File: src/core/ccdj_defs.vh
// constants for the clear/complement/decrement/jump execution block
`ifndef CCDJ_DEFS_VH
`define CCDJ_DEFS_VH
`define CCDJ_OP_NONE       3'h0
`define CCDJ_OP_COMPLEMENT 3'h1
`define CCDJ_OP_CLEAR_FILE 3'h2
`define CCDJ_OP_CLEAR_ACC  3'h3
`define CCDJ_OP_DECREMENT  3'h4
`define CCDJ_OP_DEC_SKIP   3'h5
`define CCDJ_OP_JUMP       3'h6
`define CCDJ_DEST_ACC      1'h0
`define CCDJ_DEST_FILE     1'h1
`define CCDJ_ZERO_BYTE     8'h00
`define CCDJ_COUNTER_RESET 15'h0000
`define CCDJ_ACC_RESET     8'h00
`define CCDJ_FLAG_RESET    1'h0
`define CCDJ_ADDR_RESET    7'h00
`define CCDJ_LATCH_HI      6
`define CCDJ_LATCH_LO      3
`endif

File: src/core/ccdj_alu.v
// result arithmetic for complement, clear and decrement
`timescale 1ns/100ps
`include "ccdj_defs.vh"
module ccdj_alu (
  // operation and operand
  input  wire [2:0] op,
  input  wire [7:0] operand,
  // result
  output reg  [7:0] result,
  output wire       result_zero
);
  always @* begin
    case (op)
      `CCDJ_OP_COMPLEMENT: result = ~operand;
      `CCDJ_OP_DECREMENT,
      `CCDJ_OP_DEC_SKIP:   result = operand - 8'h01;
      default:        result = `CCDJ_ZERO_BYTE;
    endcase
  end
  assign result_zero = (result == `CCDJ_ZERO_BYTE);
endmodule // ccdj_alu

File: src/core/ccdj_exec.v
// execution of clear, complement, decrement, skip and absolute jump
`timescale 1ns/100ps
`include "ccdj_defs.vh"
module ccdj_exec (
  // clock and reset
  input  wire        clock,
  input  wire        reset,
  // decoded instruction
  input  wire        issue,
  input  wire [2:0]  op,
  input  wire        dest,
  input  wire [6:0]  file_addr,
  input  wire [10:0] jump_target,
  // operand and latch
  input  wire [7:0]  file_data,
  input  wire [7:0]  upper_address_latch,
  // results
  output reg  [7:0]  acc_r,
  output reg         zero_flag_r,
  output reg         file_we_r,
  output reg  [6:0]  file_waddr_r,
  output reg  [7:0]  file_wdata_r,
  output reg  [14:0] program_counter_r,
  output reg         jump_load_r,
  output reg         flush_r,
  output reg         busy_r
);
  // state codes, one-hot
  localparam ST_RUN   = 2'h1;
  localparam ST_FLUSH = 2'h2;

  // sequencer and next values
  reg  [1:0]  state_r;
  reg  [1:0]  state_nxt;
  reg  [7:0]  acc_nxt;
  reg         zero_flag_nxt;
  reg         file_we_nxt;
  reg  [6:0]  file_waddr_nxt;
  reg  [7:0]  file_wdata_nxt;
  reg  [14:0] program_counter_nxt;
  reg         jump_load_nxt;
  reg         flush_nxt;
  reg         busy_nxt;

  // arithmetic and decode
  wire [7:0]  result;
  wire        result_zero;
  wire        go;
  wire        jump;
  wire        skip;

  // single operation code match
  function is_op(input [2:0] code, input [2:0] want);
    is_op = (code == want);
  endfunction

  // operations writing the arithmetic result
  function writes_result(input [2:0] code);
    writes_result = is_op(code, `CCDJ_OP_COMPLEMENT) |
                    is_op(code, `CCDJ_OP_DECREMENT) |
                    is_op(code, `CCDJ_OP_DEC_SKIP);
  endfunction

  // operations deriving the zero flag from the result
  function updates_zero(input [2:0] code);
    updates_zero = is_op(code, `CCDJ_OP_COMPLEMENT) |
                   is_op(code, `CCDJ_OP_DECREMENT);
  endfunction

  // operations setting the zero flag outright
  function forces_zero(input [2:0] code);
    forces_zero = is_op(code, `CCDJ_OP_CLEAR_FILE) |
                  is_op(code, `CCDJ_OP_CLEAR_ACC);
  endfunction

  // result lands in the file register
  function targets_file(input [2:0] code, input dest_bit);
    targets_file = is_op(code, `CCDJ_OP_CLEAR_FILE) |
                   (writes_result(code) &
                    (dest_bit == `CCDJ_DEST_FILE));
  endfunction

  // result lands in the accumulator
  function targets_acc(input [2:0] code, input dest_bit);
    targets_acc = writes_result(code) & (dest_bit == `CCDJ_DEST_ACC);
  endfunction

  // full jump address from latch and operand
  function [14:0] jump_address(input [7:0] latch, input [10:0] target);
    jump_address = {latch[`CCDJ_LATCH_HI:`CCDJ_LATCH_LO], target};
  endfunction

  ccdj_alu u_alu (
    .op          (op),
    .operand     (file_data),
    .result      (result),
    .result_zero (result_zero)
  );

  // accepted only outside the discard slot
  assign go   = issue & (state_r == ST_RUN);
  assign jump = go & is_op(op, `CCDJ_OP_JUMP);
  assign skip = jump |
                (go & is_op(op, `CCDJ_OP_DEC_SKIP) & result_zero);

  // discard slot sequencing
  always @* begin
    case (state_r)
      ST_RUN:   state_nxt = skip ? ST_FLUSH : ST_RUN;
      ST_FLUSH: state_nxt = ST_RUN;
      default:  state_nxt = ST_RUN;
    endcase
  end

  // accumulator next value
  always @* begin
    acc_nxt = acc_r;
    if (go & is_op(op, `CCDJ_OP_CLEAR_ACC))
      acc_nxt = `CCDJ_ZERO_BYTE;
    else if (go & targets_acc(op, dest))
      acc_nxt = result;
  end

  // zero flag next value, held by skip and jump
  always @* begin
    zero_flag_nxt = zero_flag_r;
    if (go & forces_zero(op))
      zero_flag_nxt = 1'h1;
    else if (go & updates_zero(op))
      zero_flag_nxt = result_zero;
  end

  // file write port next values
  always @* begin
    file_we_nxt    = go & targets_file(op, dest);
    file_waddr_nxt = file_waddr_r;
    file_wdata_nxt = file_wdata_r;
    if (file_we_nxt) begin
      file_waddr_nxt = file_addr;
      file_wdata_nxt = result;
    end
  end

  // program counter next value
  always @* begin
    program_counter_nxt = program_counter_r;
    if (jump)
      program_counter_nxt = jump_address(upper_address_latch,
                                         jump_target);
  end

  // sequencing pulse next values
  always @* begin
    jump_load_nxt = jump;
    flush_nxt     = skip;
    busy_nxt      = (state_nxt == ST_FLUSH);
  end

  // sequencer register
  always @(posedge clock) begin
    if (reset)
      state_r <= ST_RUN;
    else
      state_r <= state_nxt;
  end

  // accumulator register
  always @(posedge clock) begin
    if (reset)
      acc_r <= `CCDJ_ACC_RESET;
    else
      acc_r <= acc_nxt;
  end

  // zero flag register
  always @(posedge clock) begin
    if (reset)
      zero_flag_r <= `CCDJ_FLAG_RESET;
    else
      zero_flag_r <= zero_flag_nxt;
  end

  // file write strobe register
  always @(posedge clock) begin
    if (reset)
      file_we_r <= `CCDJ_FLAG_RESET;
    else
      file_we_r <= file_we_nxt;
  end

  // file write address register
  always @(posedge clock) begin
    if (reset)
      file_waddr_r <= `CCDJ_ADDR_RESET;
    else
      file_waddr_r <= file_waddr_nxt;
  end

  // file write data register
  always @(posedge clock) begin
    if (reset)
      file_wdata_r <= `CCDJ_ZERO_BYTE;
    else
      file_wdata_r <= file_wdata_nxt;
  end

  // program counter register
  always @(posedge clock) begin
    if (reset)
      program_counter_r <= `CCDJ_COUNTER_RESET;
    else
      program_counter_r <= program_counter_nxt;
  end

  // jump load pulse register
  always @(posedge clock) begin
    if (reset)
      jump_load_r <= `CCDJ_FLAG_RESET;
    else
      jump_load_r <= jump_load_nxt;
  end

  // flush pulse register
  always @(posedge clock) begin
    if (reset)
      flush_r <= `CCDJ_FLAG_RESET;
    else
      flush_r <= flush_nxt;
  end

  // discard slot indicator register
  always @(posedge clock) begin
    if (reset)
      busy_r <= `CCDJ_FLAG_RESET;
    else
      busy_r <= busy_nxt;
  end
endmodule // ccdj_exec

File: config.mk
export PLATFORM = sky130hd
export DESIGN_NAME = ccdj_exec
export DESIGN_NICKNAME = d
export VERILOG_FILES = /design/src/core/ccdj_alu.v /design/src/core/ccdj_exec.v
export VERILOG_INCLUDE_DIRS = /design/src /design/src/core
export SDC_FILE = /design/constraint.sdc
export NUM_CORES = 1
export LEC_CHECK = 0
export BUFFER_PORTS_ARGS = -buffer_cell sky130_fd_sc_hd__clkbuf_2
export CORE_MARGIN = 1.5
export CORE_UTILIZATION = 40
export CTS_CLUSTER_DIAMETER = 60
export DETAILED_ROUTE_END_ITERATION = 12
export PLACE_DENSITY_LB_ADDON = 0.08
export SETUP_SLACK_MARGIN = 0.3
export SYNTH_ARGS = -nofsm -noshare
export SYNTH_HDL_FRONTEND = slang
export SYNTH_SLANG_ARGS = --single-unit
File: constraint.sdc
create_clock -name clock -period 3.9 [get_ports clock]
set_clock_uncertainty 0.15 [all_clocks]
set_input_delay 0.975 -clock clock [delete_from_list [all_inputs] [get_ports clock]]
set_output_delay 0.975 -clock clock [all_outputs]
set_load 0.05 [all_outputs]
Yosys cells after proc, flatten, opt, wreduce, memory -nomap -nowiden --
Cells that the tools add are included.
Word-level totals: register bits 45, bits of input ports 41, output and inout bits 43
Cells by class: add/sub/neg operators 1, equality and inequality tests 8, multiplexer cells 5, bitwise operators 18, reductions and logical operators 4
Operator list (number):
- 8-bit one-hot mux with 2 select lines | 1
- 1-bit AND | 11
- 3-bit equality test, second input constant | 3
- 8-bit logical NOT | 1
- 8-bit NOT | 1
- 8-bit by 1-bit subtractor with 8-bit output, second input constant | 1
- 3-bit by 2-bit equality test with 1-bit output, second input constant | 2
- 1-bit bitwise OR | 5
- 2-bit two-way mux | 2
- 2-bit OR reduction | 2
- 3-bit by 1-bit equality test with 1-bit output, second input constant | 1
- 2-bit by 1-bit equality test with 1-bit output, second input constant | 1
- 2-bit equality test, second input constant | 1
- 1-bit two-way mux | 2
- 2-bit nonzero test | 1
- 1-bit NOT | 1

Longest topological paths before layout --
Gate-level depths: netlist of the first run.
depth after elaboration 9, depth in mapped cells 8, mapped depth without buffers 8

Hierarchy --
From an unflattened synthesis of the first run, not the netlist that was laid out.
Unflattened totals: cell total of the unflattened synthesis 265, area, all modules 2209.6 um^2
By module, submodules not included:
- ccdj_exec | instances 1, cells each 203, area each 1821.7 um^2, seq. area each 880.8 um^2
- ccdj_alu | instances 1, cells each 62, area each 387.9 um^2, seq. area each 0.0 um^2

Least setup slack after synthesis of the first run --
Ideal clock, no wire load.
kind input to register, from input file_data[0], to register state_r[0], arrival time 2.720 ns, slack 0.908 ns, stages on the path 7, path buffers 1, cells stage by stage or3_1 > buf_2 > xnor2_1 > a221oi_1 > o21ai_0 > or4b_4 > o32a_1
Between the ends: longest elaborated chain between the ends 7
Ends and longest elaborated chain:
- start: declaration | line ccdj_exec.v:15 | input wire [7:0] file_data,
- 8-bit by 1-bit subtractor with 8-bit output or 8-bit NOT (tied branches) | line ccdj_alu.v:16, ccdj_alu.v:14
- 8-bit one-hot mux with 2 select lines (*) | line ccdj_alu.v:13 | case (op)
- 8-bit logical NOT (no source line) (*)
- 1-bit AND (*) | line ccdj_exec.v:104 | (go & is_op(op, `CCDJ_OP_DEC_SKIP) & result_zero);
- 1-bit bitwise OR (*) | line ccdj_exec.v:103 | assign skip = jump |
- 2-bit two-way mux (*) | line ccdj_exec.v:109 | ST_RUN: state_nxt = skip ? ST_FLUSH : ST_RUN;
- 2-bit two-way mux (*) | line ccdj_exec.v:108 | case (state_r)
- end signal: assignment | line ccdj_exec.v:164 | state_r <= state_nxt;
- end: declaration | line ccdj_exec.v:33 | reg [1:0] state_r;
Mark *: on every way between the ends. The rest lies on a longest branch, timed or not. A chain may end at the register's enable or synchronous reset.

Final worst setup path of the first run --
Ends and elaborated chain as after synthesis.

==> results.tsv, run 1 <==
stage	metric	value	unit
placed_design	place.gp.congestion	0.867	
worst_setup_path	path_max_fanout	7	
grt	grt_use_total	17.2	%
logic_synthesis	synth_edf_count	0	
sta	fin_hold_ws	0.306	ns
worst_setup_path	critPathTopFamily	simple AND/OR/NAND/NOR gates	
power_and_ir_drop	p_comb_share	18.6	%
clock_network	post_cts_buffers	0	
logic_synthesis	synth_area	1910	um^2
worst_setup_path	arrival	2.97	ns
placed_design	dp_hpwl	3.30	mm
status	status	finished, final reports clean	
routing	ant_nets	0	
floorplanning	ios	84	
routing	remaining_drc_errors	0	
routing	wl_met3	290	um
grt	overflow	0	
clock_network	cts_tree	built	
clock_network	clkLatencyLatePin	0.29	ns
sta	fin_setup_tns	0	ns
clock_network	ctsResizeCount	0	
sta	final-setup-viol-count	0	
worst_setup_path	max_stage_delay	0.53	ns
routing	wl_met1	2.13	mm
clock_network	root_buffer	clkbuf_8	
routing	post_drt_wl_per_cell	12.7	um
routing	firstDrtPassIters	4	
routing	via_per_inst	5.09	
clock_network	clk_pin_slew	0.08	ns
routing	wl_met2	2.03	mm
power_and_ir_drop	internal_power	0.645	mW
layout	n_antenna_cell	0	
clock_network	numCtsBuffers	5	
hold_path	worstHoldPathType	flop to flop	
logic_synthesis	ys_ff_latch	44	
routing	drt-total-wl	4.50	mm
routing	num_vias	1806	
floorplanning	start_util	42.6	%
grt	grt_max_degree	39	
power_and_ir_drop	p_leak	1.03	nW
floorplanning	rows	24	
logic_synthesis	netlist.top_cell.by_area	dfxtp_1	
sta	relSlewSlack	50.2	%
layout	layout-drive-gt1-share	31.0	%
power_and_ir_drop	peakVddDrop	0.000235	V
floorplanning	die-area	5190	um^2
logic_synthesis	synth_top_cells_by_count	dfxtp_1, nor2_1, nand2_1	
job	drv_cap	0	
sta	tightest_slew	0.745	ns
routing	top_layer	met4	
power_and_ir_drop	power.density_cell_area	380	nW/um^2
worst_setup_path	worstSetupStartpointType	primary input	
grt	grt_pass1_vias	1508	
worst_setup_path	path_buf_inv	1	
sta	fmax	0.341	GHz
logic_synthesis	yosys_warnings	0	
layout	num-nets-final	344	
layout	syn_to_final_growth	26.0	%
clock_network	clockBufferDepth	2	
sta	hold_violations	0	
logic_synthesis	synth.most_common_cell	dfxtp_1	
floorplanning	die_w	72.0	um
grt	antenna_found_initial	0	
worst_setup_path	critPathKind	primary input to flop	
logic_synthesis	synth_area_leaders	dfxtp_1, mux2i_1, nor2_1	
routing	drt_iter0_drc	129	
worst_setup_path	endpoint_kind	flop	
worst_setup_path	cp_data_required_time	3.94	ns
logic_synthesis	ys_types	39	
sta	maxSlewViolCount	0	
floorplanning	die_y	72.0	um
clock_network	cts_sinks	44	
power_and_ir_drop	p_sw_share	29.4	%
worst_setup_path	critical-path-slowest-cell	or4b_4	
sta	rsz0062_at_grt	no	
clock_network	htreeDepth	2	
logic_synthesis	seq_area_frac_synth	46.2	%
power_and_ir_drop	p_seq_share	51.4	%
grt	grt_pass1_wl	7.02	mm
power_and_ir_drop	clkPwrFrac	30.0	%
worst_setup_path	path_cells	clkbuf_2, or3_1, xnor2_1, a221oi_1, o21ai_0, or4b_4, o32a_1	
sta	period_share	75.2	%
clock_network	ctsHoldBuffers	0	
logic_synthesis	post-synth-top-area-fraction	46.2	%
logic_synthesis	ys_async_sr_fraction	0	%
placed_design	io_buffers	79	
logic_synthesis	synth_cells	229	
logic_synthesis	syn_avg_cell_area	8.33	um^2
sta	period_needed	2.93	ns
logic_synthesis	synth_ff_type	dfxtp_1	
floorplanning	coreArea	4470	um^2
layout	fin_util	53.7	%
logic_synthesis	synth_nets	271	
power_and_ir_drop	p_switching	0.269	mW
-- cell families after synthesis --
group	share of synthesized area, %
AND/OR/NAND/NOR	22.4
AO/OA/AOI/OAI	16.5
flip-flops	46.2
buffers and inverters	4.46
multiplexers	8.92
XOR/XNOR	0.919
adder cells (fa/ha/maj)	0.656
-- worst min-delay path, delay by kind of cell (launching register included) --
kind	cells	cell delay, ns
AOI/OAI and AO/OA	1	0.05
DFF	1	0.31
and+or+nand+nor	1	0.05
-- final timing paths --
path / from / endpoint / slack [ns] / cells past startpoint
setup / recovery: file_data[0] / state_r[0] / 0.97 / 7
hold reg to reg: program_counter_r[4] / program_counter_r[4] / 0.31 / 2
hold / removal: program_counter_r[4] / program_counter_r[4] / 0.31 / 2
setup reg to reg: state_r[0] / program_counter_r[9] / 2.11 / 5
-- cell type report --
cell class / count / area, um^2
Clock inverter: 1 / 8.76
Fill cell: 472 / 2070
Sequential cell: 44 / 881
Multi-Input combinational cell: 166 / 941
Timing Repair Buffer: 81 / 410
Inverter: 4 / 20.0
Clock buffer: 7 / 76.3
Tap cell: 52 / 65.1
-- placed cells by master (no fill, tap or decap), types with 3 or more instances in the layout --
cell type	n
a31oi_1	4
clkbuf_8	5
nor2_1	39
mux2i_1	17
nor3_1	5
a21oi_1	20
inv_1	3
dfxtp_1	44
clkbuf_2	79
a211oi_1	9
o22ai_1	4
nand2_1	36
-- state kept, by name (all words and copies together) (netlist names) --
| register | flops |
|---|---|
| acc_r | 8 |
| state_r | 2 |
| jump_load_r | 1 |
| file_we_r | 1 |
| zero_flag_r | 1 |
| flush_r | 1 |
| file_wdata_r | 8 |
| program_counter_r | 15 |
| file_waddr_r | 7 |
-- power by group through the flow --
stage / clock [mW] / sequential (mW) / combinational [mW]
2_1_floorplan: 0 / 0.528 / 0.0725
3_3_place_gp: 0 / 0.480 / 0.170
3_5_place_dp: 0 / 0.480 / 0.171
4_1_cts: 0.287 / 0.470 / 0.171
5_1_grt: 0.304 / 0.471 / 0.184
6_report: 0.274 / 0.470 / 0.170
-- metrics by stage --
stage	instance area (um^2)	cells	power, mW	setup slack, ns
global route	2400	355	0.959	0.883
floorplan	1910	229	0.601	0.908
detailed placement	2320	347	0.651	0.650
finish	2400	355	0.914	0.969
global placement	2320	347	0.650	0.652
CTS	2400	355	0.928	0.971
-- routing by layer --
layer / track usage (%) / up-vias
met5: 0 / -
met4: 5.66 / 0
met3: 5.42 / 5
met2: 26.3 / 58
met1: 23.1 / 804
li1: - / 939
(Power assumes the default switching activity.)
==> run 2, diff against run 1 <==
==> constraint.sdc (replaced) <==
create_clock -name clock -period 2.7 [get_ports clock]
set_clock_uncertainty 0.15 [all_clocks]
set_input_delay 0.675 -clock clock [delete_from_list [all_inputs] [get_ports clock]]
set_output_delay 0.675 -clock clock [all_outputs]
set_load 0.05 [all_outputs]
==> run 2 against run 1 <==
Compared with the run above: wire length grew 6.8%; register-to-register slack lost 1.1 ns; sequential share of layout area fell by 2.9 points; non-clock buffer count up 20; critical endpoint unchanged; largest power group unchanged; highest routed layer unchanged.
==> results.tsv, run 2 (synthesized netlist as in run 1, its figures left out) <==
stage	metric	value	unit	change
floorplanning	die-area	5190	um^2	unchanged
clock_network	numCtsBuffers	5		unchanged
worst_setup_path	worstSetupStartpointType	primary input		unchanged
worst_setup_path	arrival	2.46	ns	was 2.97 ns
routing	remaining_drc_errors	0		unchanged
floorplanning	start_util	42.6	%	unchanged
grt	grt_use_total	19.2	%	was 17.2%
layout	final_cells	375		was 355
sta	fmax	0.413	GHz	
sta	relSlewSlack	64.8	%	was 50.2%
layout	layout-drive-gt1-share	36.8	%	was 31.0%
routing	ant_nets	0		unchanged
routing	wl_met2	2.20	mm	was 2.03 mm
routing	drt_iter0_drc	59		was 129
hold_path	worstHoldPathType	flop to flop		unchanged
sta	final-setup-viol-count	0		unchanged
power_and_ir_drop	peakVddDrop	0.000483	V	was 0.000235 V
floorplanning	ios	84		unchanged
floorplanning	coreArea	4470	um^2	unchanged
worst_setup_path	rr_startpoint	state_r[0]		unchanged
layout	largest_reg_flops	15		unchanged
floorplanning	die_y	72.0	um	unchanged
grt	grt_max_degree	24		was 39
job	drv_cap	0		unchanged
power_and_ir_drop	clkPwrFrac	35.8	%	was 30.0%
status	status	finished, final reports clean		unchanged
layout	num-nets-final	364		was 344
layout	top_register	program_counter_r		unchanged
worst_setup_path	path_max_fanout	4		was 7
worst_setup_path	cp_data_required_time	2.74	ns	was 3.94 ns
placed_design	place.gp.congestion	0.938		was 0.867
layout	n_antenna_cell	0		unchanged
sta	tightest_slew	0.529	ns	was 0.745 ns
placed_design	dpl-instance-area	2470	um^2	was 2320 um^2
power_and_ir_drop	p_sw_share	27.8	%	was 29.4%
routing	wl_met1	2.25	mm	was 2.13 mm
sta	period_share	89.6	%	
power_and_ir_drop	p_comb_share	18.3	%	was 18.6%
placed_design	placed_cells	367		was 347
grt	overflow	0		unchanged
floorplanning	rows	24		unchanged
worst_setup_path	max_stage_delay	0.56	ns	was 0.53 ns
grt	antenna_found_initial	0		unchanged
clock_network	clkLatencyLatePin	0.30	ns	was 0.29 ns
routing	firstDrtPassIters	4		unchanged
layout	fillers	439		was 472
power_and_ir_drop	internal_power	1.07	mW	was 0.645 mW
placed_design	io_buffers	79		unchanged
placed_design	pre_cts_slack	-0.0963	ns	was 0.650 ns
routing	wl_met3	309	um	was 290 um
layout	final_cell_mix	clkbuf_2, dfxtp_1, nor2_1		unchanged
power_and_ir_drop	p_switching	0.410	mW	was 0.269 mW
clock_network	htreeDepth	2		unchanged
layout	fin_area	2610	um^2	was 2400 um^2
routing	num_vias	1909		was 1806
clock_network	post_cts_buffers	0		unchanged
placed_design	dp_hpwl	3.57	mm	was 3.30 mm
sta	setup_ws	0.281	ns	was 0.969 ns
grt	grt_pass1_wl	7.87	mm	was 7.02 mm
layout	largest_registers	program_counter_r x15, acc_r x8, file_wdata_r x8		unchanged
clock_network	root_buffer	clkbuf_8		unchanged
clock_network	cts_sinks	44		unchanged
sta	maxSlewViolCount	0		unchanged
routing	top_layer	met4		unchanged
layout	fin_util	58.2	%	was 53.7%
routing	via_per_inst	5.09		about the same
worst_setup_path	path_cells	clkbuf_2, inv_6, or4_1, o22ai_1, a211oi_1, or4b_4, o32a_1		was clkbuf_2, or3_1, xnor2_1, a221oi_1, o21ai_0, or4b_4, o32a_1
sta	rsz0062_at_grt	yes		was no
hold_path	min_from	program_counter_r[2]		was program_counter_r[4]
sta	hold_violations	0		unchanged
power_and_ir_drop	power.density_cell_area	567	nW/um^2	was 380 nW/um^2
floorplanning	die_w	72.0	um	unchanged
routing	post_drt_wl_per_cell	12.8	um	was 12.7 um
routing	drt-total-wl	4.81	mm	was 4.50 mm
power_and_ir_drop	p_leak	1.15	nW	was 1.03 nW
power_and_ir_drop	p_seq_share	45.9	%	was 51.4%
clock_network	cts_tree	built		unchanged
clock_network	clk_pin_slew	0.08	ns	about the same
worst_setup_path	endpoint_kind	flop		unchanged
worst_setup_path	critPathKind	primary input to flop		unchanged
worst_setup_path	critical-path-slowest-cell	or4b_4		unchanged
grt	grt_pass1_vias	1798		was 1508
clock_network	clockBufferDepth	2		unchanged
sta	period_needed	2.42	ns	
sta	fin_setup_tns	0	ns	unchanged
layout	syn_to_final_growth	36.7	%	was 26.0%
layout	final_common_cell	clkbuf_2		unchanged
worst_setup_path	startpoint	op[2]		was file_data[0]
==> run 2: final timing paths <==
check | slack (ns) | cells past startpoint | endpoint
max reg2reg | 1.03 | 6 | file_wdata_r[5]
min reg2reg | 0.31 | 2 | program_counter_r[2]
max | 0.28 | 7 | state_r[0]
min | 0.31 | 2 | program_counter_r[2]
==> run 2: layout make-up <==
type,instances,area [um^2],share of cell area (%)
multi-input combinational,166,958,36.8
inverter,4,20.0,0.768
tap,52,65.1,2.50
sequential,44,881,33.8
clock buffer,6,82.6,3.17
clock inverter,2,38.8,1.49
timing repair buffer,101,561,21.5
==> run 2: power by group through the flow <==
| stage | sequential (mW) | combinational, mW | clock [mW] |
|---|---|---|---|
| 2_1_floorplan | 0.763 | 0.105 | 0 |
| 3_3_place_gp | 0.693 | 0.268 | 0 |
| 3_5_place_dp | 0.694 | 0.269 | 0 |
| 4_1_cts | 0.679 | 0.271 | 0.544 |
| 5_1_grt | 0.681 | 0.294 | 0.564 |
| 6_report | 0.679 | 0.271 | 0.529 |
==> run 2: routing by layer <==
layer  global-route usage (%)  vias up
met3                     5.83        6
met4                     6.29        0
met2                     31.4       52
met5                        0        -
li1                         -      985
met1                     24.3      866
==> run 2: through the flow <==
step	power (mW)	hold slack, ns
floorplan	0.868	0.454
finish	1.48	0.309
global route	1.54	0.329
detailed placement	0.962	0.300
CTS	1.49	0.312
global placement	0.961	0.291
==> run 2: what timing repair did <==
action / 4_1_cts / 5_1_grt
pin swaps: 0 / 0
hold buffers: 0 / 0
endpoints found under the setup margin: 3 / 4
resized for setup: 1 / 2
==> run 2: critical path: cells and delay by family <==
kind,cells,cell delay [ns]
compound gates,3,0.56
buf+inv,2,0.17
simple gates,2,1.07
